==> config.mk <==
export PLATFORM = sky130hd
export DESIGN_NAME = add_bit_exec
export DESIGN_NICKNAME = d
export VERILOG_FILES = /design/src/logic/exec_pkg.sv /design/src/logic/datapath_if.sv /design/src/logic/add_bit_exec.sv /design/src/logic/add_unit.sv /design/src/logic/bit_unit.sv
export SDC_FILE = /design/constraint.sdc
export NUM_CORES = 1
export LEC_CHECK = 0
export ABC_CLOCK_PERIOD_IN_PS = 4300
export BUFFER_PORTS_ARGS = -buffer_cell sky130_fd_sc_hd__buf_2
export CAP_MARGIN = 20
export CELL_PAD_IN_SITES_DETAIL_PLACEMENT = 0
export CELL_PAD_IN_SITES_GLOBAL_PLACEMENT = 2
export CORE_MARGIN = 3
export CORE_UTILIZATION = 30
export CTS_CLUSTER_DIAMETER = 80
export DETAILED_ROUTE_END_ITERATION = 8
export PLACE_DENSITY_LB_ADDON = 0.05
export SLEW_MARGIN = 5
export SYNTH_ARGS = -nofsm -noshare
export SYNTH_HDL_FRONTEND = slang
export SYNTH_SLANG_ARGS = --single-unit
export TNS_END_PERCENT = 10
==> constraint.sdc <==
create_clock -name clock -period 4.3 [get_ports clock]
set_clock_uncertainty 0.15 [all_clocks]
set_input_delay 0.215 -clock clock [delete_from_list [all_inputs] [get_ports clock]]
set_output_delay 0.215 -clock clock [all_outputs]
set_load 0.05 [all_outputs]
==> src/logic/exec_pkg.sv <==
`default_nettype none
package exec_pkg;
  // ----------------------------------------
  // instruction word layout
  // ----------------------------------------
  localparam int unsigned IW        = 14;
  localparam int unsigned DW        = 8;
  localparam int unsigned AW        = 7;
  localparam int unsigned BW        = 3;
  localparam int unsigned CLS_HI    = 13;
  localparam int unsigned CLS_LO    = 12;
  localparam int unsigned BOP_HI    = 11;
  localparam int unsigned BOP_LO    = 8;
  localparam int unsigned DEST_POS  = 7;
  localparam int unsigned BIT_HI    = 9;
  localparam int unsigned BIT_LO    = 7;
  localparam int unsigned BITOP_HI  = 11;
  localparam int unsigned BITOP_LO  = 10;
  localparam int unsigned LIT_HI    = 7;
  localparam int unsigned LIT_LO    = 0;
  localparam int unsigned LADD_LO   = 9;
  // ----------------------------------------
  // opcode values
  // ----------------------------------------
  localparam logic [1:0] CLS_BYTE   = 2'h0;
  localparam logic [1:0] CLS_BIT    = 2'h1;
  localparam logic [1:0] CLS_JUMP   = 2'h2;
  localparam logic [1:0] CLS_LIT    = 2'h3;
  localparam logic [3:0] OP_ADD_REG = 4'h7;
  localparam logic [3:0] OP_AND_REG = 4'h5;
  localparam logic [1:0] OP_BCLR    = 2'h0;
  localparam logic [1:0] OP_BSET    = 2'h1;
  localparam logic [1:0] OP_TSTLOW  = 2'h2;
  localparam logic [1:0] OP_TSTHIGH = 2'h3;
  localparam logic [2:0] OP_ADD_LIT = 3'h7;
  localparam logic [3:0] OP_AND_LIT = 4'h9;
  localparam logic       DEST_ACC   = 1'b0;
  localparam logic       DEST_FILE  = 1'b1;
  // ----------------------------------------
  // addresses and reset values
  // ----------------------------------------
  localparam logic [6:0] TIMER_ADDR = 7'h01;
  localparam logic [7:0] ACC_RST    = 8'h00;
  localparam logic       FLAG_RST   = 1'b0;
  // ----------------------------------------
  // sequencer states
  // ----------------------------------------
  typedef enum logic [1:0] {
    ST_EXEC = 2'b01,
    ST_NOP  = 2'b10
  } seq_e;
endpackage
`default_nettype wire

==> src/logic/datapath_if.sv <==
`default_nettype none
interface datapath_if;
  logic [7:0] acc;
  logic [7:0] operand;
  logic [2:0] bit_sel;
  logic [7:0] sum;
  logic       carry;
  logic       half;
  logic [7:0] cleared;
  logic [7:0] setv;
  logic       tested;
  modport core  (output acc, operand, bit_sel,
                 input  sum, carry, half, cleared, setv, tested);
  modport adder (input acc, operand, output sum, carry, half);
  modport bitop (input operand, bit_sel, output cleared, setv, tested);
endinterface
`default_nettype wire

==> src/logic/add_bit_exec.sv <==
// Notes on behaviour
// [RULE1] literal add puts acc plus an 8-bit literal into acc and updates carry, half carry, zero.
// [RULE2] register add sums acc with the addressed file register and updates carry, half, zero.
// [RULE3] on register-operand ops destination 0 writes acc, destination 1 writes the register.
// [RULE4] literal and puts acc and literal into acc and changes only the zero flag.
// [RULE5] register and sends acc and register to the chosen destination, zero flag only.
// [RULE6] single_bit_zero forces the chosen bit of the register to 0, flags untouched.
// [RULE7] single_bit_one forces the chosen bit of the register to 1, flags untouched.
// [RULE8] test_skip_if_low discards the next instruction when the bit is 0, flags untouched.
// [RULE9] test_skip_if_high discards the next instruction when the bit is 1, flags untouched.
// [RULE10] a taken skip or a program counter change costs two cycles, the second a no-op.
// [RULE11] a write to first_timer_count clears the prescaler when it belongs to that timer.
// [RULE12] adds set carry from bit 7, half carry from bit 3, zero on an all-zero result.
// [RULE13] bit clear and set rewrite the whole register and keep the other seven bits.
`default_nettype none
module add_bit_exec (
  input  wire logic        clock,
  input  wire logic        rst_n,
  input  wire logic [13:0] instr,
  input  wire logic        instr_valid,
  input  wire logic [7:0]  file_data,
  input  wire logic        presc_on_timer,
  output logic      [7:0]  acc_q,
  output logic             carry_q,
  output logic             half_carry_flag_q,
  output logic             zero_q,
  output logic             wr_en_q,
  output logic      [6:0]  wr_addr_q,
  output logic      [7:0]  wr_data_q,
  output logic             discard_q,
  output logic             presc_clr_q
);
  // ----------------------------------------
  // decode
  // ----------------------------------------
  datapath_if dp ();
  add_unit u_add (.dp(dp));
  bit_unit u_bit (.dp(dp));

  exec_pkg::seq_e st_q;
  exec_pkg::seq_e st_d;
  logic [7:0] acc_d;
  logic       carry_d;
  logic       half_d;
  logic       zero_d;
  logic       wr_en_d;
  logic [6:0] wr_addr_d;
  logic [7:0] wr_data_d;
  logic       discard_d;
  logic       presc_clr_d;

  logic [1:0] cls;
  logic       dest;
  logic [6:0] faddr;
  logic [7:0] lit;
  logic       exec;
  logic       is_add_reg;
  logic       is_and_reg;
  logic       is_bclr;
  logic       is_bset;
  logic       is_tlow;
  logic       is_thigh;
  logic       is_add_lit;
  logic       is_and_lit;
  logic       is_jump;
  logic [7:0] and_res;

  assign cls      = instr[exec_pkg::CLS_HI:exec_pkg::CLS_LO];
  assign dest     = instr[exec_pkg::DEST_POS];
  assign faddr    = instr[exec_pkg::AW-1:0];
  assign lit      = instr[exec_pkg::LIT_HI:exec_pkg::LIT_LO];
  // only instructions met in execute state act; one met in the nop slot is dropped
  assign exec     = instr_valid && (st_q == exec_pkg::ST_EXEC);
  assign is_add_reg = exec && cls == exec_pkg::CLS_BYTE
                      && instr[exec_pkg::BOP_HI:exec_pkg::BOP_LO] == exec_pkg::OP_ADD_REG;
  assign is_and_reg = exec && cls == exec_pkg::CLS_BYTE
                      && instr[exec_pkg::BOP_HI:exec_pkg::BOP_LO] == exec_pkg::OP_AND_REG;
  assign is_bclr  = exec && cls == exec_pkg::CLS_BIT
                    && instr[exec_pkg::BITOP_HI:exec_pkg::BITOP_LO] == exec_pkg::OP_BCLR;
  assign is_bset  = exec && cls == exec_pkg::CLS_BIT
                    && instr[exec_pkg::BITOP_HI:exec_pkg::BITOP_LO] == exec_pkg::OP_BSET;
  assign is_tlow  = exec && cls == exec_pkg::CLS_BIT
                    && instr[exec_pkg::BITOP_HI:exec_pkg::BITOP_LO] == exec_pkg::OP_TSTLOW;
  assign is_thigh = exec && cls == exec_pkg::CLS_BIT
                    && instr[exec_pkg::BITOP_HI:exec_pkg::BITOP_LO] == exec_pkg::OP_TSTHIGH;
  assign is_add_lit = exec && cls == exec_pkg::CLS_LIT
                      && instr[exec_pkg::BOP_HI:exec_pkg::LADD_LO] == exec_pkg::OP_ADD_LIT;
  assign is_and_lit = exec && cls == exec_pkg::CLS_LIT
                      && instr[exec_pkg::BOP_HI:exec_pkg::BOP_LO] == exec_pkg::OP_AND_LIT;
  assign is_jump  = exec && cls == exec_pkg::CLS_JUMP;

  // one adder serves both add forms: the literal replaces the file operand
  assign dp.acc     = acc_q;
  assign dp.operand = is_add_lit ? lit : file_data;  // [RULE1] [RULE2]
  assign dp.bit_sel = instr[exec_pkg::BIT_HI:exec_pkg::BIT_LO];
  assign and_res    = acc_q & (is_and_lit ? lit : file_data);

  // ----------------------------------------
  // next state
  // ----------------------------------------
  always_comb begin
    st_d        = st_q;
    acc_d       = acc_q;
    carry_d     = carry_q;
    half_d      = half_carry_flag_q;
    zero_d      = zero_q;
    wr_en_d     = 1'b0;
    wr_addr_d   = wr_addr_q;
    wr_data_d   = wr_data_q;
    discard_d   = 1'b0;
    case (st_q)
      exec_pkg::ST_EXEC: begin
        if (is_add_lit) begin
          acc_d   = dp.sum;                  // [RULE1]
          carry_d = dp.carry;                // [RULE12]
          half_d  = dp.half;
          zero_d  = (dp.sum == 8'h00);
        end
        if (is_add_reg) begin
          carry_d = dp.carry;                // [RULE2] [RULE12]
          half_d  = dp.half;
          zero_d  = (dp.sum == 8'h00);
        end
        if (is_and_lit) begin
          acc_d  = and_res;                  // [RULE4]
          zero_d = (and_res == 8'h00);
        end
        if (is_and_reg) begin
          zero_d = (and_res == 8'h00);       // [RULE5]
        end
        if (is_add_reg || is_and_reg) begin
          if (dest == exec_pkg::DEST_FILE) begin
            wr_en_d   = 1'b1;                // [RULE3]
            wr_addr_d = faddr;
            wr_data_d = is_add_reg ? dp.sum : and_res;
          end else begin
            acc_d = is_add_reg ? dp.sum : and_res;  // [RULE3]
          end
        end
        if (is_bclr || is_bset) begin
          wr_en_d   = 1'b1;                  // [RULE13]
          wr_addr_d = faddr;
          wr_data_d = is_bclr ? dp.cleared : dp.setv;  // [RULE6] [RULE7]
        end
        if ((is_tlow && !dp.tested) || (is_thigh && dp.tested) || is_jump) begin
          st_d = exec_pkg::ST_NOP;           // [RULE8] [RULE9] [RULE10]
        end
      end
      exec_pkg::ST_NOP: begin
        // the discarded word must still arrive; the slot waits for it
        if (instr_valid) begin
          discard_d = 1'b1;                  // [RULE10]
          st_d      = exec_pkg::ST_EXEC;
        end
      end
      default: st_d = exec_pkg::ST_EXEC;
    endcase
    // writes to the timer count restart its prescaler when presc_on_timer is set
    presc_clr_d = wr_en_d && (wr_addr_d == exec_pkg::TIMER_ADDR)
                  && presc_on_timer;         // [RULE11]
  end

  // ----------------------------------------
  // registers
  // ----------------------------------------
  always_ff @(posedge clock) begin
    if (!rst_n) begin
      st_q              <= exec_pkg::ST_EXEC;
      acc_q             <= exec_pkg::ACC_RST;
      carry_q           <= exec_pkg::FLAG_RST;
      half_carry_flag_q <= exec_pkg::FLAG_RST;
      zero_q            <= exec_pkg::FLAG_RST;
      wr_en_q           <= 1'b0;
      wr_addr_q         <= 7'h00;
      wr_data_q         <= 8'h00;
      discard_q         <= 1'b0;
      presc_clr_q       <= 1'b0;
    end else begin
      st_q              <= st_d;
      acc_q             <= acc_d;
      carry_q           <= carry_d;
      half_carry_flag_q <= half_d;
      zero_q            <= zero_d;
      wr_en_q           <= wr_en_d;
      wr_addr_q         <= wr_addr_d;
      wr_data_q         <= wr_data_d;
      discard_q         <= discard_d;
      presc_clr_q       <= presc_clr_d;
    end
  end
endmodule
`default_nettype wire

==> src/logic/add_unit.sv <==
`default_nettype none
module add_unit (
  datapath_if.adder dp
);
  logic [8:0] full;
  logic [4:0] low;
  // ----------------------------------------
  // 8-bit add with nibble carry
  // ----------------------------------------
  always_comb begin
    full     = {1'b0, dp.acc} + {1'b0, dp.operand};
    low      = {1'b0, dp.acc[3:0]} + {1'b0, dp.operand[3:0]};
    dp.sum   = full[7:0];
    dp.carry = full[8];   // [RULE12]
    dp.half  = low[4];    // [RULE12]
  end
endmodule
`default_nettype wire

==> src/logic/bit_unit.sv <==
`default_nettype none
module bit_unit (
  datapath_if.bitop dp
);
  logic [7:0] hit;
  // ----------------------------------------
  // per-bit select, clear and set
  // ----------------------------------------
  for (genvar i = 0; i < 8; i++) begin : g_bit
    assign hit[i]        = (dp.bit_sel == 3'(i));
    assign dp.cleared[i] = hit[i] ? 1'b0 : dp.operand[i];  // [RULE13]
    assign dp.setv[i]    = hit[i] ? 1'b1 : dp.operand[i];  // [RULE13]
  end
  assign dp.tested = |(hit & dp.operand);
endmodule
`default_nettype wire

# --- After elaboration in Yosys (flattened, before gate mapping) ---
# Index checks and enable logic that the tools add are counted.
classes:
  addsub: 2
  mul: 0
  div_mod_pow: 0
  n_lt_le_gt_ge: 0
  eq_ne: 22
  n_shift: 0
  n_mux: 47
  bitwise: 2
  reduce_logical: 37
ops:
  columns: ["operator", "n"]
  rows:
  - ["$mux 8", 11]
  - ["$mux 1", 29]
  - ["$mux 7", 4]
  - ["$logic_and 1x1->1", 17]
  - ["$and 8x8->8", 2]
  - ["$logic_not 8->1", 2]
  - ["$eq 3x3->1 const B", 5]
  - ["$eq 2x2->1 const B", 5]
  - ["$add 8x8->9", 1]
  - ["$eq 4x3->1 const B", 2]
  - ["$reduce_and 2->1", 4]
  - ["$reduce_or 8->1", 1]
  - ["$eq 7x1->1 const B", 1]
  - ["$eq 2x1->1 const B", 3]
  - ["$eq 3x2->1 const B", 2]
  - ["$reduce_bool 2->1", 3]
  - ["$add 4x4->5", 1]
  - ["$eq 4x4->1 const B", 1]
  - ["$logic_not 2->1", 2]
  - ["$logic_or 1x1->1", 4]
  - ["$mux 2", 2]
  - ["$pmux 2 s2", 1]
  - ["$reduce_bool 4->1", 1]
  - ["$eq 3x1->1 const B", 1]
  - ["other kinds (5)", 5]
word_totals:
  ff_bits: 31
  latchBits: 0
  mem_bits_rw: 0
  rom_bits: 0
  out_inout_bits: 29
  memories: 0

# --- Depth between registers and ports, before layout ---
# Gate-level depths: netlist (run 1).
logic_depth:
  depth_word: 13
  mapped_depth: 16

# --- Cells and area by module ---
# Synthesis (run 1) repeated with hierarchy kept, for this count alone.
hier_totals:
  cells_unflattened: 305
  hier_area_um2: 2538.7
modules_own_cells:
  columns: ["module", "instances", "cells_per_inst", "area_each_um2"]
  rows:
  - ["add_bit_exec", 1, 237, 1981.9]
  - ["add_unit", 1, 37, 315.3]
  - ["bit_unit", 1, 31, 241.5]

# --- Least setup slack after synthesis (run 1) ---
# OpenSTA, ideal clock, no wires.
synth_path:
  path_type: "register to register"
  from: "register st_q[0]"
  to: "register zero_q"
  setup_ps: 84
  arrival_time_ps: 3577
  required_time_ps: 4066
  slack_ps: 489
  path_stages_with_launch: 15
  n_path_buf: 2
  cell_sequence: "dfxtp_1 -> nand4b_4 -> nor3_1 -> clkbuf_1 -> clkbuf_1 -> nand2_1 -> nand2_1 -> ha_1 -> inv_1 -> fa_1 -> xnor2_1 -> or4b_1 -> a2111o_1 -> or4_1 -> o31ai_2"
synth_via:
  elab_chain_cells: 11
  word_cells_on_any_way: 20
  classes_between: "1 x add/sub; 1 x eq/ne; 6 x mux; 1 x bitwise; 11 x reduce/logical"
synth_lines:
  columns: ["item", "line_no", "text"]
  rows:
  - ["start: declaration", "add_bit_exec.sv:40", "exec_pkg::seq_e st_q;"]
  - ["start signal: assignment", "add_bit_exec.sv:168", "st_q <= exec_pkg::ST_EXEC;"]
  - ["start signal: assignment", "add_bit_exec.sv:179", "st_q <= st_d;"]
  - ["$eq 2x1->1 (*)", "add_bit_exec.sv:73, add_bit_exec.sv:111", null]
  - ["$logic_and 1x1->1", "add_bit_exec.sv:73", "assign exec = instr_valid && (st_q == exec_pkg::ST_EXEC);"]
  - ["$logic_and 1x1->1", "add_bit_exec.sv:86, add_bit_exec.sv:88", null]
  - ["$logic_and 1x1->1", "add_bit_exec.sv:87", "&& instr[exec_pkg::BOP_HI:exec_pkg::LADD_LO] == exec_pkg::OP_ADD_LIT;"]
  - ["$mux 8", "add_bit_exec.sv:94", "assign dp.operand = is_add_lit ? lit : file_data;"]
  - ["$add 8x8->9", "add_unit.sv:11", "full = {1'b0, dp.acc} + {1'b0, dp.operand};"]
  - ["$logic_not 8->1", "add_bit_exec.sv:117, add_bit_exec.sv:122", null]
  - ["$mux 1", "add_bit_exec.sv:113", "if (is_add_lit) begin"]
  - ["$mux 1", "add_bit_exec.sv:119", "if (is_add_reg) begin"]
  - ["$mux 1", "add_bit_exec.sv:124", "if (is_and_lit) begin"]
  - ["$mux 1", "add_bit_exec.sv:128", "if (is_and_reg) begin"]
  - ["end signal: assignment", "add_bit_exec.sv:172", "zero_q <= exec_pkg::FLAG_RST;"]
  - ["end signal: assignment", "add_bit_exec.sv:183", "zero_q <= zero_d;"]
  - ["end: declaration", "add_bit_exec.sv:26", "output logic zero_q,"]
# Every way passes the cells marked *; elsewhere a longest branch is shown, timed or not. The select of a mux whose other input is x is not followed.
# A chain may end at the register's enable or synchronous reset.

# --- Worst setup path after layout (run 1) ---
# Ends and elaborated chain as after synthesis.

==> results of run 1 <==
-- routing by layer --
metal  vias to the layer above  track usage (%)  wire length [um]
li1                       1414                -                 -
met1                      1379            30.34              4872
met2                       104            32.29              4602
met3                         9            2.972               612
met4                         0            3.571               106
met5                         -                0                 0
-- worst paths after layout --
check	end	slack [ns]	cells past startpoint
worst max-delay path	zero_q	0.59	10
worst min register to register	wr_addr_q[4]	0.30	2
worst min-delay path	discard_q	0.05	3
worst max register to register	zero_q	0.59	10
-- layout by cell type, fill, tap and decap left out, types with 5 or more instances in the layout --
cell,n
o21ai_0,16
nor2_1,14
a211oi_1,9
dfxtp_1,31
nor3_1,10
nand2b_1,7
o21ai_1,6
o211ai_1,7
clkbuf_8,6
a21oi_1,28
buf_2,54
buf_4,8
inv_1,8
mux2i_1,10
and3_1,7
a221oi_1,5
a22oi_1,6
o22ai_1,8
o211a_1,5
nand2_1,66
ha_1,9
nand3_1,13
-- stage by stage --
step                      setup slack (ns)  util, %  hold WS [ns]  cells
after detailed placement            0.5459    35.74        0.2941    498
after global placement              0.6012    35.74        0.2889    498
after CTS                           0.5809    37.17       0.04892    506
final                               0.5895    37.17       0.05256    506
after floorplan                     0.4885        -        0.1788    352
after global routing                0.3866    37.17       0.06997    506
-- cell type report --
cell class / instances / area share (%)
flip-flops and latches: 31 / 20.22
inverters: 10 / 1.223
well taps: 105 / 4.280
repair buffers: 62 / 10.76
clock buffers: 6 / 2.691
multi-input cells: 290 / 59.68
clock inverters: 2 / 1.141
-- kinds of logic (layout without fill, tap and decap cells) --
| logic type | after synthesis | count (layout) |
|---|---|---|
| buffers and inverters | 31 | 80 |
| adder cells (fa/ha/maj) | 10 | 10 |
| flip-flops | 31 | 31 |
| XOR/XNOR | 5 | 5 |
| multiplexers | 12 | 12 |
| AND/OR/NAND/NOR | 148 | 148 |
| AO/OA/AOI/OAI | 115 | 115 |
-- registers in the layout (all words and copies together) (netlist names) --
name,count
discard_q,1
presc_clr_q,1
carry_q,1
wr_addr_q,7
half_carry_flag_q,1
acc_q,8
wr_en_q,1
wr_data_q,8
st_q,2
zero_q,1
-- critical path, stage by stage, from the launching register on --
cell	delay, ns
dfxtp_1	0.45
nand4b_4	0.19
nor3_2	0.30
buf_4	0.21
mux2_2	0.36
ha_1	0.33
xnor2_1	0.18
or4b_1	0.49
a2111o_1	0.37
or4_1	0.42
o31ai_2	0.18
-- power by group through the flow --
stage               Clock (W)  Combinational (W)  Sequential [W]
floorplan                   0          0.0000952        0.000324
global placement            0           0.000177        0.000306
detailed placement          0           0.000175        0.000306
CTS                  0.000331           0.000176        0.000299
global route         0.000341           0.000193        0.000300
finish               0.000319           0.000176        0.000299
==> key figures, run 1 <==
Floorplan
  • Row count: 33
  • Initial Util: 31.09%
  • Die Width: 98.51 um
  • Ports: 55
  • Die area: 9704 sq um
  • Core Area: 8258 sq um
  • Die height: 98.51 um

Worst setup path
  • CP startpoint: st_q[0]
  • CP required: 4.36 ns
  • Worst reg2reg path startpoint: st_q[0]
  • CP Launch Type: flip-flop
  • Worst-path fanout max: 7
  • Critical path class: flip-flop to flip-flop
  • WP data arrival: 3.77 ns
  • CP endpoint kind: flip-flop

Yosys
  • Cell variety after synth: 61
  • Register area share after synthesis: 24.17%
  • Most numerous cell in the Yosys netlist: nand2_1
  • XOR/XNOR share of the synthesized area: 1.706%
  • Synth top cells by count: nand2_1, dfxtp_1, a21oi_1
  • Synth top area share: 24.17%
  • Synth area leaders: dfxtp_1, nand2_1, a21oi_1, ha_1, mux2i_1
  • Synth Area in Simple Gates: 29.39%
  • Synthesized Nets: 388
  • Synth Area in Adders: 5.166%
  • Async S/R FF share, synth: 0%
  • Yosys reg bits: 31
  • Ys Warns: 0
  • Largest family of logic cells by synthesized area: compound AO/OA/AOI/OAI gates
  • Synth Area in Compound Gates: 30.12%
  • Synthesized area per cell: 7.294 sq um
  • Area leader, netlist: dfxtp_1
  • Post-Syn Area: 2567 sq um
  • Gate Count Post-Synth: 352
  • EDFF count, synth: 0
  • Ys flop type: dfxtp_1
  • Post-synthesis mux area share: 4.776%

Clock network
  • Worst-skew pair later-pin latency: 0.29 ns
  • CTS Buf Count: 5
  • Clk slew on worst S/H paths: 0.08 ns
  • H-tree levels: 2
  • CTS root buffer: clkbuf_8
  • CTS tree: done
  • Post-CTS setup buffers: 0
  • # hold bufs at CTS: 0
  • Clock tree buffer depth: 2
  • Sink Count: 31
  • # resized after CTS: 0

Outcome
  • Outcome: finished clean

Pwr
  • Peak supply drop: 0.1073 mV
  • Total power: 0.0007944 W
  • Leakage power: 1.335 nW
  • Internal: 0.0005380 W
  • Gate power share: 22.1%
  • Power share of the sequential group: 37.7%
  • Clk pwr share: 40.2%
  • Psw: 0.0002564 W
  • Switching Fraction: 32.28%
  • PD cells: 258.8 nW/um^2

Placed design
  • Dpl hpwl: 7.685 mm
  • DP Area: 2952 sq um
  • Port-buffer cells: 54
  • GP Congestion: 0.8768

Layout
  • Fill cell count: 936
  • Area growth syn-to-layout: 19.54%
  • Register area: 620.6 sq um
  • Area of the multi-input gates: 1832 sq um
  • Nets@finish: 436
  • Final instance area: 3069 sq um
  • Fraction of layout cells with a size suffix above 1: 19.95%
  • Ant. Diodes: 0

Detailed routing
  • WL/cell: 20.15 um
  • Drt first-iter violations: 308
  • DR vias: 2,906
  • DRC: 0
  • Vias per Instance: 5.743
  • DRT Wirelength: 10.19 mm
  • Post-route ant nets: 0
  • Detailed Routing Iterations Pass 1: 5

GRT
  • Initial antenna violation count: 0
  • Total GRT Usage: 20.60%
  • Largest net degree at the start of global routing: 22
  • First-pass GRT wire length: 15.65 mm
  • Vias in the first global route: 2,716
  • Total gr overflow: 0

Timing
  • Final setup vio count: 0
  • TNS Setup: 0 ns
  • RSZ-0062 raised after global routing: no
  • Period utilization: 86.29%
  • Fin. max-slew vios: 0
  • Final min period: 3.710 ns
  • Max Fclk: 0.2695 GHz
  • Relative slew slack: 61.94%
  • Measured slew at the worst slew-check pin: 0.5656 ns
  • Final Hold Viols: 0

Worst hold path
  • Worst min-delay path category: input port to flip-flop
  • Worst Hold Launch: instr_valid

Job
  • MaxCap Viol Count: 0
Power figures use the tool's default switching activity.
==> run 2: changes to the inputs <==
Settings changed: SYNTH_HIERARCHICAL set to 1.
==> run 2 against run 1 <==
Register-to-register slack got worse by 0.02 ns. Total power decreased by 4.9%. Largest cell class unchanged. Global-route usage decreased by 2.0 points. Cell count decreased by 9.7%. Maximum frequency decreased by 0.51%. Sequential share of layout area increased by 0.40 points. Hold slack got worse by 0.027 ns. Clock power decreased by 3%. Count of clock-buffer cells in the layout unchanged. Critical path depth increased by 5. Combinational power decreased by 14%. Wire length decreased by 14%. Critical endpoint unchanged.
==> key figures, run 2 <==
Yosys
  • Ys flop type: dfxtp_1
  • Area leader, netlist: dfxtp_1
  • Async S/R FF share, synth: 0% (unchanged)
  • Cell variety after synth: 62 (+1.6%)
  • Synth top area share: 24.45% (+0.27 points)
  • Post-Syn Area: 2539 sq um (-1.1%)
  • Synthesized area per cell: 8.324 sq um (+14%)
  • Most numerous cell in the Yosys netlist: nand2_1
  • Synthesized Nets: 340 (-12%)
  • Ys Warns: 6 (+6)
  • Synth area leaders: dfxtp_1, mux2_2, mux2i_1, nand2_1, ha_1
  • Register area share after synthesis: 24.45% (+0.27 points)
  • Gate Count Post-Synth: 305 (-13%)
  • Yosys reg bits: 31 (unchanged)
  • Synth top cells by count: nand2_1, dfxtp_1, o21ai_0
  • EDFF count, synth: 0 (unchanged)

Clock network
  • H-tree levels: 2 (unchanged)
  • Sink Count: 31 (unchanged)
  • Post-CTS setup buffers: 0 (unchanged)
  • Worst-skew pair later-pin latency: 0.28 ns (about the same)
  • Clock tree buffer depth: 2 (unchanged)
  • # resized after CTS: 0 (unchanged)
  • # hold bufs at CTS: 0 (unchanged)
  • CTS tree: done
  • Clk slew on worst S/H paths: 0.07 ns (about the same)
  • CTS root buffer: clkbuf_8
  • CTS Buf Count: 5 (unchanged)

Layout
  • Commonest cells after routing, fill and taps aside: buf_2, nand2_1, dfxtp_1
  • Final instance area: 3009 sq um (-2.0%)
  • Final core occ: 37.77% (+0.60 points)
  • Area growth syn-to-layout: 18.53%
  • Nets@finish: 389 (-11%)
  • Ant. Diodes: 0 (unchanged)
  • Biggest regs: acc_q (8), wr_data_q (8), wr_addr_q (7)
  • Fraction of layout cells with a size suffix above 1: 25.92% (+6.0 points)
  • Commonest non-fill, non-tap cell in the layout: buf_2

Outcome
  • Outcome: finished clean

Worst setup path
  • Critical path class: flip-flop to flip-flop
  • Worst-path fanout max: 14 (+7)
  • WP data arrival: 3.81 ns (+0.04 ns)
  • CP required: 4.38 ns (+0.02 ns)
  • CP endpoint kind: flip-flop
  • CP Launch Type: flip-flop

Pwr
  • Switching Fraction: 29.17% (-3.1 points)
  • Total power: 0.0007555 W (-4.9%)
  • Internal: 0.0005351 W (-0.54%)
  • Peak supply drop: 0.1017 mV (-5.2%)
  • Clk pwr share: 40.9% (+0.7 points)
  • Gate power share: 20.0% (-2.1 points)
  • PD cells: 251.1 nW/um^2 (-3.0%)
  • Power share of the sequential group: 39.1% (+1.4 points)
  • Psw: 0.0002204 W (-14%)
  • Leakage power: 1.243 nW (-6.9%)

GRT
  • First-pass GRT wire length: 13.96 mm (-11%)
  • Largest net degree at the start of global routing: 36 (+64%)
  • Total GRT Usage: 18.57% (-2.0 points)
  • Initial antenna violation count: 0 (unchanged)
  • Vias in the first global route: 2,461 (-9.4%)
  • Total gr overflow: 0 (unchanged)

Timing
  • Final min period: 3.730 ns (+0.01918 ns)
  • Fin. max-slew vios: 0 (unchanged)
  • Final Hold Viols: 0 (unchanged)
  • Period utilization: 86.74% (+0.45 points)
  • RSZ-0062 raised after global routing: no
  • TNS Setup: 0 ns (unchanged)
  • Max Fclk: 0.2681 GHz (-0.51%)
  • Final worst setup slack: 0.5703 ns (-0.01918 ns)
  • Relative slew slack: 57.13% (-4.8 points)
  • Final setup vio count: 0 (unchanged)
  • Measured slew at the worst slew-check pin: 0.6431 ns (+0.07749 ns)

Detailed routing
  • Detailed Routing Iterations Pass 1: 4 (-1)
  • Vias per Instance: 5.484 (-4.5%)
  • DRT Wirelength: 8.786 mm (-14%)
  • WL/cell: 19.23 um (-4.6%)
  • Drt first-iter violations: 127 (-59%)
  • DR vias: 2,506 (-14%)
  • DRC: 0 (unchanged)
  • Post-route ant nets: 0 (unchanged)

Floorplan
  • Die height: 97.99 um (-0.53%)
  • Core Area: 7968 sq um (-3.5%)
  • Row count: 32 (-3.0%)
  • Die Width: 97.99 um (-0.53%)
  • Ports: 55 (unchanged)
  • Die area: 9602 sq um (-1.1%)
  • Initial Util: 31.86% (+0.77 points)

Placed design
  • DP Area: 2892 sq um (-2.0%)
  • GP Congestion: 0.8187 (-6.6%)
  • Port-buffer cells: 54 (unchanged)
  • Dpl ws: 0.4945 ns (-0.05141 ns)
  • Dpl hpwl: 6.721 mm (-13%)

Worst hold path
  • Worst min-delay path category: input port to flip-flop

Job
  • MaxCap Viol Count: 0 (unchanged)
==> run 2: area by class of cell <==
cell class | instances | area [sq um]
multi-input cells | 252 | 1821
clock buffers | 6 | 82.58
repair buffers | 58 | 300.3
inverters | 6 | 22.52
flip-flops and latches | 31 | 620.6
well taps | 102 | 127.6
clock inverters | 2 | 35.03
fillers | 846 | 4959
==> run 2: path summary, 6_finish.rpt <==
path | slack, ns | startpoint | depth (start not counted) | endpoint
setup / recovery | 0.57 | st_q[1] | 15 | zero_q
setup reg to reg | 0.57 | st_q[1] | 15 | zero_q
hold / removal | 0.03 | instr_valid | 3 | discard_q
hold reg to reg | 0.33 | wr_data_q[3] | 2 | wr_data_q[3]
==> run 2: cells by family (layout without fill, tap and decap cells) <==
| logic type | after synthesis | count (layout) | share of synthesized area (%) |
|---|---|---|---|
| flip-flops | 31 | 31 | 24.45 |
| AND/OR/NAND/NOR | 115 | 115 | 25.29 |
| multiplexers | 31 | 31 | 14.24 |
| AO/OA/AOI/OAI | 91 | 91 | 25.38 |
| adder cells (fa/ha/maj) | 9 | 9 | 4.732 |
| buffers and inverters | 22 | 72 | 3.844 |
| XOR/XNOR | 6 | 6 | 2.070 |
==> run 2: through the flow <==
step / hold slack, ns / instances
floorplan: 0.1788 / 305
CTS: 0.01513 / 457
finish: 0.02575 / 457
detailed placement: 0.3184 / 449
global route: 0.02314 / 457
global placement: 0.3191 / 449
==> run 2: worst max-delay path, stage by stage, from the launching register on <==
cell,delay (ns)
dfxtp_1,0.33
nand3b_2,0.35
nor3_1,0.26
buf_4,0.24
mux2_2,0.39
ha_1,0.26
fa_1,0.41
a21o_1,0.19
nand2_1,0.09
o21a_2,0.16
xnor2_1,0.10
nor4_1,0.28
nand2_1,0.09
o21ai_0,0.09
o31a_1,0.15
and3_1,0.14
==> run 2: power groups by stage <==
stage | sequential, W | clock [W] | combinational [W]
finish | 0.000296 | 0.000309 | 0.000151
global route | 0.000296 | 0.000337 | 0.000166
CTS | 0.000296 | 0.000324 | 0.000151
detailed placement | 0.000302 | 0 | 0.000151
global placement | 0.000302 | 0 | 0.000152
floorplan | 0.000317 | 0 | 0.0000878
==> run 2: per-layer routing <==
| layer | GRT usage [%] | vias up | share of wire, % |
|---|---|---|---|
| li1 | - | 1253 | - |
| met1 | 26.54 | 1189 | 50 |
| met2 | 28.01 | 56 | 44 |
| met3 | 3.786 | 8 | 4.5 |
| met4 | 5.751 | 0 | 1.4 |
| met5 | 0 | - | 0 |
==> run 3: changes to the inputs <==
Settings changed: CORE_MARGIN 3 to 5, GPL_TIMING_DRIVEN set to 0.
==> run 3 against run 2 <==
Sequential power is essentially flat. Die area up 8.3%. Largest power group is now sequential cells. Final area increased by 1.6%. Clock power is 18% lower. Largest cell class unchanged.
==> key figures, run 3 (synthesis gave the netlist of run 2 again) <==
Floorplan
  • Row count: 33 (+3.1%)
  • Die height: 102.0 um (+4.1%)
  • Core Area: 8217 sq um (+3.1%)
  • Initial Util: 30.90% (-0.97 points)
  • Ports: 55 (unchanged)
  • Die area: 10,400 sq um (+8.3%)
  • Die Width: 102.0 um (+4.1%)

Placed design
  • Port-buffer cells: 53 (-1.9%)
  • GP Congestion: 0.8275 (+1.1%)
  • Dpl hpwl: 7.174 mm (+6.7%)
  • Dpl ws: -0.1098 ns (-0.6043 ns)

GRT
  • Total gr overflow: 0 (unchanged)
  • First-pass GRT wire length: 14.21 mm (+1.8%)
  • Total GRT Usage: 18.07% (-0.51 points)
  • Initial antenna violation count: 0 (unchanged)
  • Vias in the first global route: 2,478 (+0.69%)
  • Largest net degree at the start of global routing: 11 (-69%)

Worst hold path
  • Hold Path Stages: 3 (unchanged)
  • Worst min-delay path category: input port to flip-flop

Layout
  • Register area: 620.6 sq um (unchanged)
  • Fraction of layout cells with a size suffix above 1: 24.86% (-1.1 points)
  • Fill cell count: 904 (+6.9%)
  • Ant. Diodes: 0 (unchanged)
  • Area growth syn-to-layout: 20.40%
  • Commonest cells after routing, fill and taps aside: buf_2, nand2_1, dfxtp_1
  • Commonest non-fill, non-tap cell in the layout: buf_2
  • Nets@finish: 401 (+3.1%)
  • Area of the multi-input gates: 1841 sq um (+1.1%)
  • Final core occ: 37.20% (-0.57 points)
  • Biggest regs: acc_q (8), wr_data_q (8), wr_addr_q (7)

Timing
  • Fin. max-slew vios: 0 (unchanged)
  • Final setup vio count: 0 (unchanged)
  • Relative slew slack: 54.59% (-2.5 points)
  • Measured slew at the worst slew-check pin: 0.6749 ns (+0.03177 ns)
  • TNS Setup: 0 ns (unchanged)
  • Final Hold Viols: 0 (unchanged)
  • Period utilization: 91.00% (+4.3 points)
  • Final worst setup slack: 0.3871 ns (-0.1832 ns)
  • Max Fclk: 0.2556 GHz (-4.7%)
  • Final min period: 3.913 ns (+0.1832 ns)
  • RSZ-0062 raised after global routing: no

Clock network
  • Clock tree buffer depth: 2 (unchanged)
  • CTS tree: done
  • Sink Count: 31 (unchanged)
  • Clk slew on worst S/H paths: 0.07 ns (about the same)
  • CTS root buffer: clkbuf_8
  • H-tree levels: 2 (unchanged)
  • Worst-skew pair later-pin latency: 0.29 ns (about the same)
  • CTS Buf Count: 5 (unchanged)

Detailed routing
  • Post-route ant nets: 0 (unchanged)
  • Drt first-iter violations: 100 (-21%)
  • Detailed Routing Iterations Pass 1: 4 (unchanged)
  • Vias per Instance: 5.556 (+1.3%)
  • WL/cell: 19.56 um (+1.7%)
  • DRC: 0 (unchanged)
  • DR vias: 2,617 (+4.4%)
  • DRT Wirelength: 9.211 mm (+4.8%)

Worst setup path
  • Critical path class: flip-flop to flip-flop
  • Worst-path fanout max: 10 (-4)
  • CP max-delay cell: fa_1
  • Crit-path cells: nand3b_4 > nor3_4 > clkbuf_4 > mux2_2 > ha_1 > fa_1 > a21o_1 > nand2_1 > o21a_2 > xnor2_1 > nor4_1 > nand2_1 > o21ai_0 > o31a_1 > and3_1
  • CP dominant cell by count: nand2_1
  • Reg2reg path depth: 15 (unchanged)
  • CP required: 4.39 ns (about the same)
  • Crit path largest cell delay: 0.42 ns (about the same)
  • CP Launch Type: flip-flop
  • WP data arrival: 4.00 ns (+0.19 ns)
  • CP endpoint kind: flip-flop

Pwr
  • Peak supply drop: 0.08996 mV (-12%)
  • Total power: 0.0007056 W (-6.6%)
  • PD cells: 230.8 nW/um^2 (-8.1%)
  • Leakage power: 1.249 nW (+0.47%)

Outcome
  • Outcome: finished clean

Job
  • MaxCap Viol Count: 0 (unchanged)
[run 3: cell types whose count changed in the layout (fill, tap and decap cells not counted), sizes merged]
cell / before / now
clkdlybuf4s18: 0 / 1
buf: 58 / 56
clkbuf: 6 / 19
bufinv: 1 / 0
[run 3: layer usage]
layer,GRT usage [%],routed length [um],up-vias
li1,-,-,1277
met1,24.83,4349,1246
met2,28.14,4123,74
met3,3.276,486,20
met4,6.862,251,0
met5,0,0,-
[run 3: critical path, delay by kind of cell, from the launching register on]
kind                     cells  cell delay, ns
AO/OA/AOI/OAI                4            0.68
adder cells (fa/ha/maj)      2            0.71
multiplexers                 1            0.40
AND/OR/NAND/NOR              6            1.12
flip-flops                   1            0.40
buffers and inverters        1            0.27
XOR/XNOR                     1            0.11
[run 3: where the power goes]
part,total [W],internal (W),switching [W],leakage [nW]
combinational,0.000158,0.0000589,0.0000995,0.951
sequential,0.000296,0.000292,0.00000364,0.251
clock,0.000252,0.000126,0.000126,0.0470
[run 3: layout make-up]
class                      instances  area share [%]
inverter                           6          0.7368
clock inverter                     1          0.1637
timing repair buffer              54           9.005
sequential                        31           20.30
clock buffer                       6           2.702
multi-input combinational        252           60.21
tap                              105           4.298
buffer                            16           2.579
[run 3: worst paths after layout]
| kind | start | endpoint | slack (ns) |
|---|---|---|---|
| setup / recovery | st_q[0] | zero_q | 0.39 |
| hold / removal | instr_valid | discard_q | 0.03 |
| setup reg to reg | st_q[0] | zero_q | 0.39 |
| hold reg to reg | wr_data_q[3] | wr_data_q[3] | 0.33 |
[run 3: timing repair]
item / CTS / global route
setup endpoints to repair: 1 / 1
resized for setup: 1 / 5
setup buffers: 0 / 0
hold buffers: 0 / 0
[run 3: metrics by stage]
| stage | hold slack, ns | cell area, sq um | instances |
|---|---|---|---|
| floorplan | 0.1788 | 2539 | 305 |
| global placement | 0.3163 | 2935 | 463 |
| detailed placement | 0.3189 | 2945 | 464 |
| CTS | 0.01224 | 3034 | 471 |
| global route | 0.03872 | 3057 | 471 |
| finish | 0.02866 | 3057 | 471 |
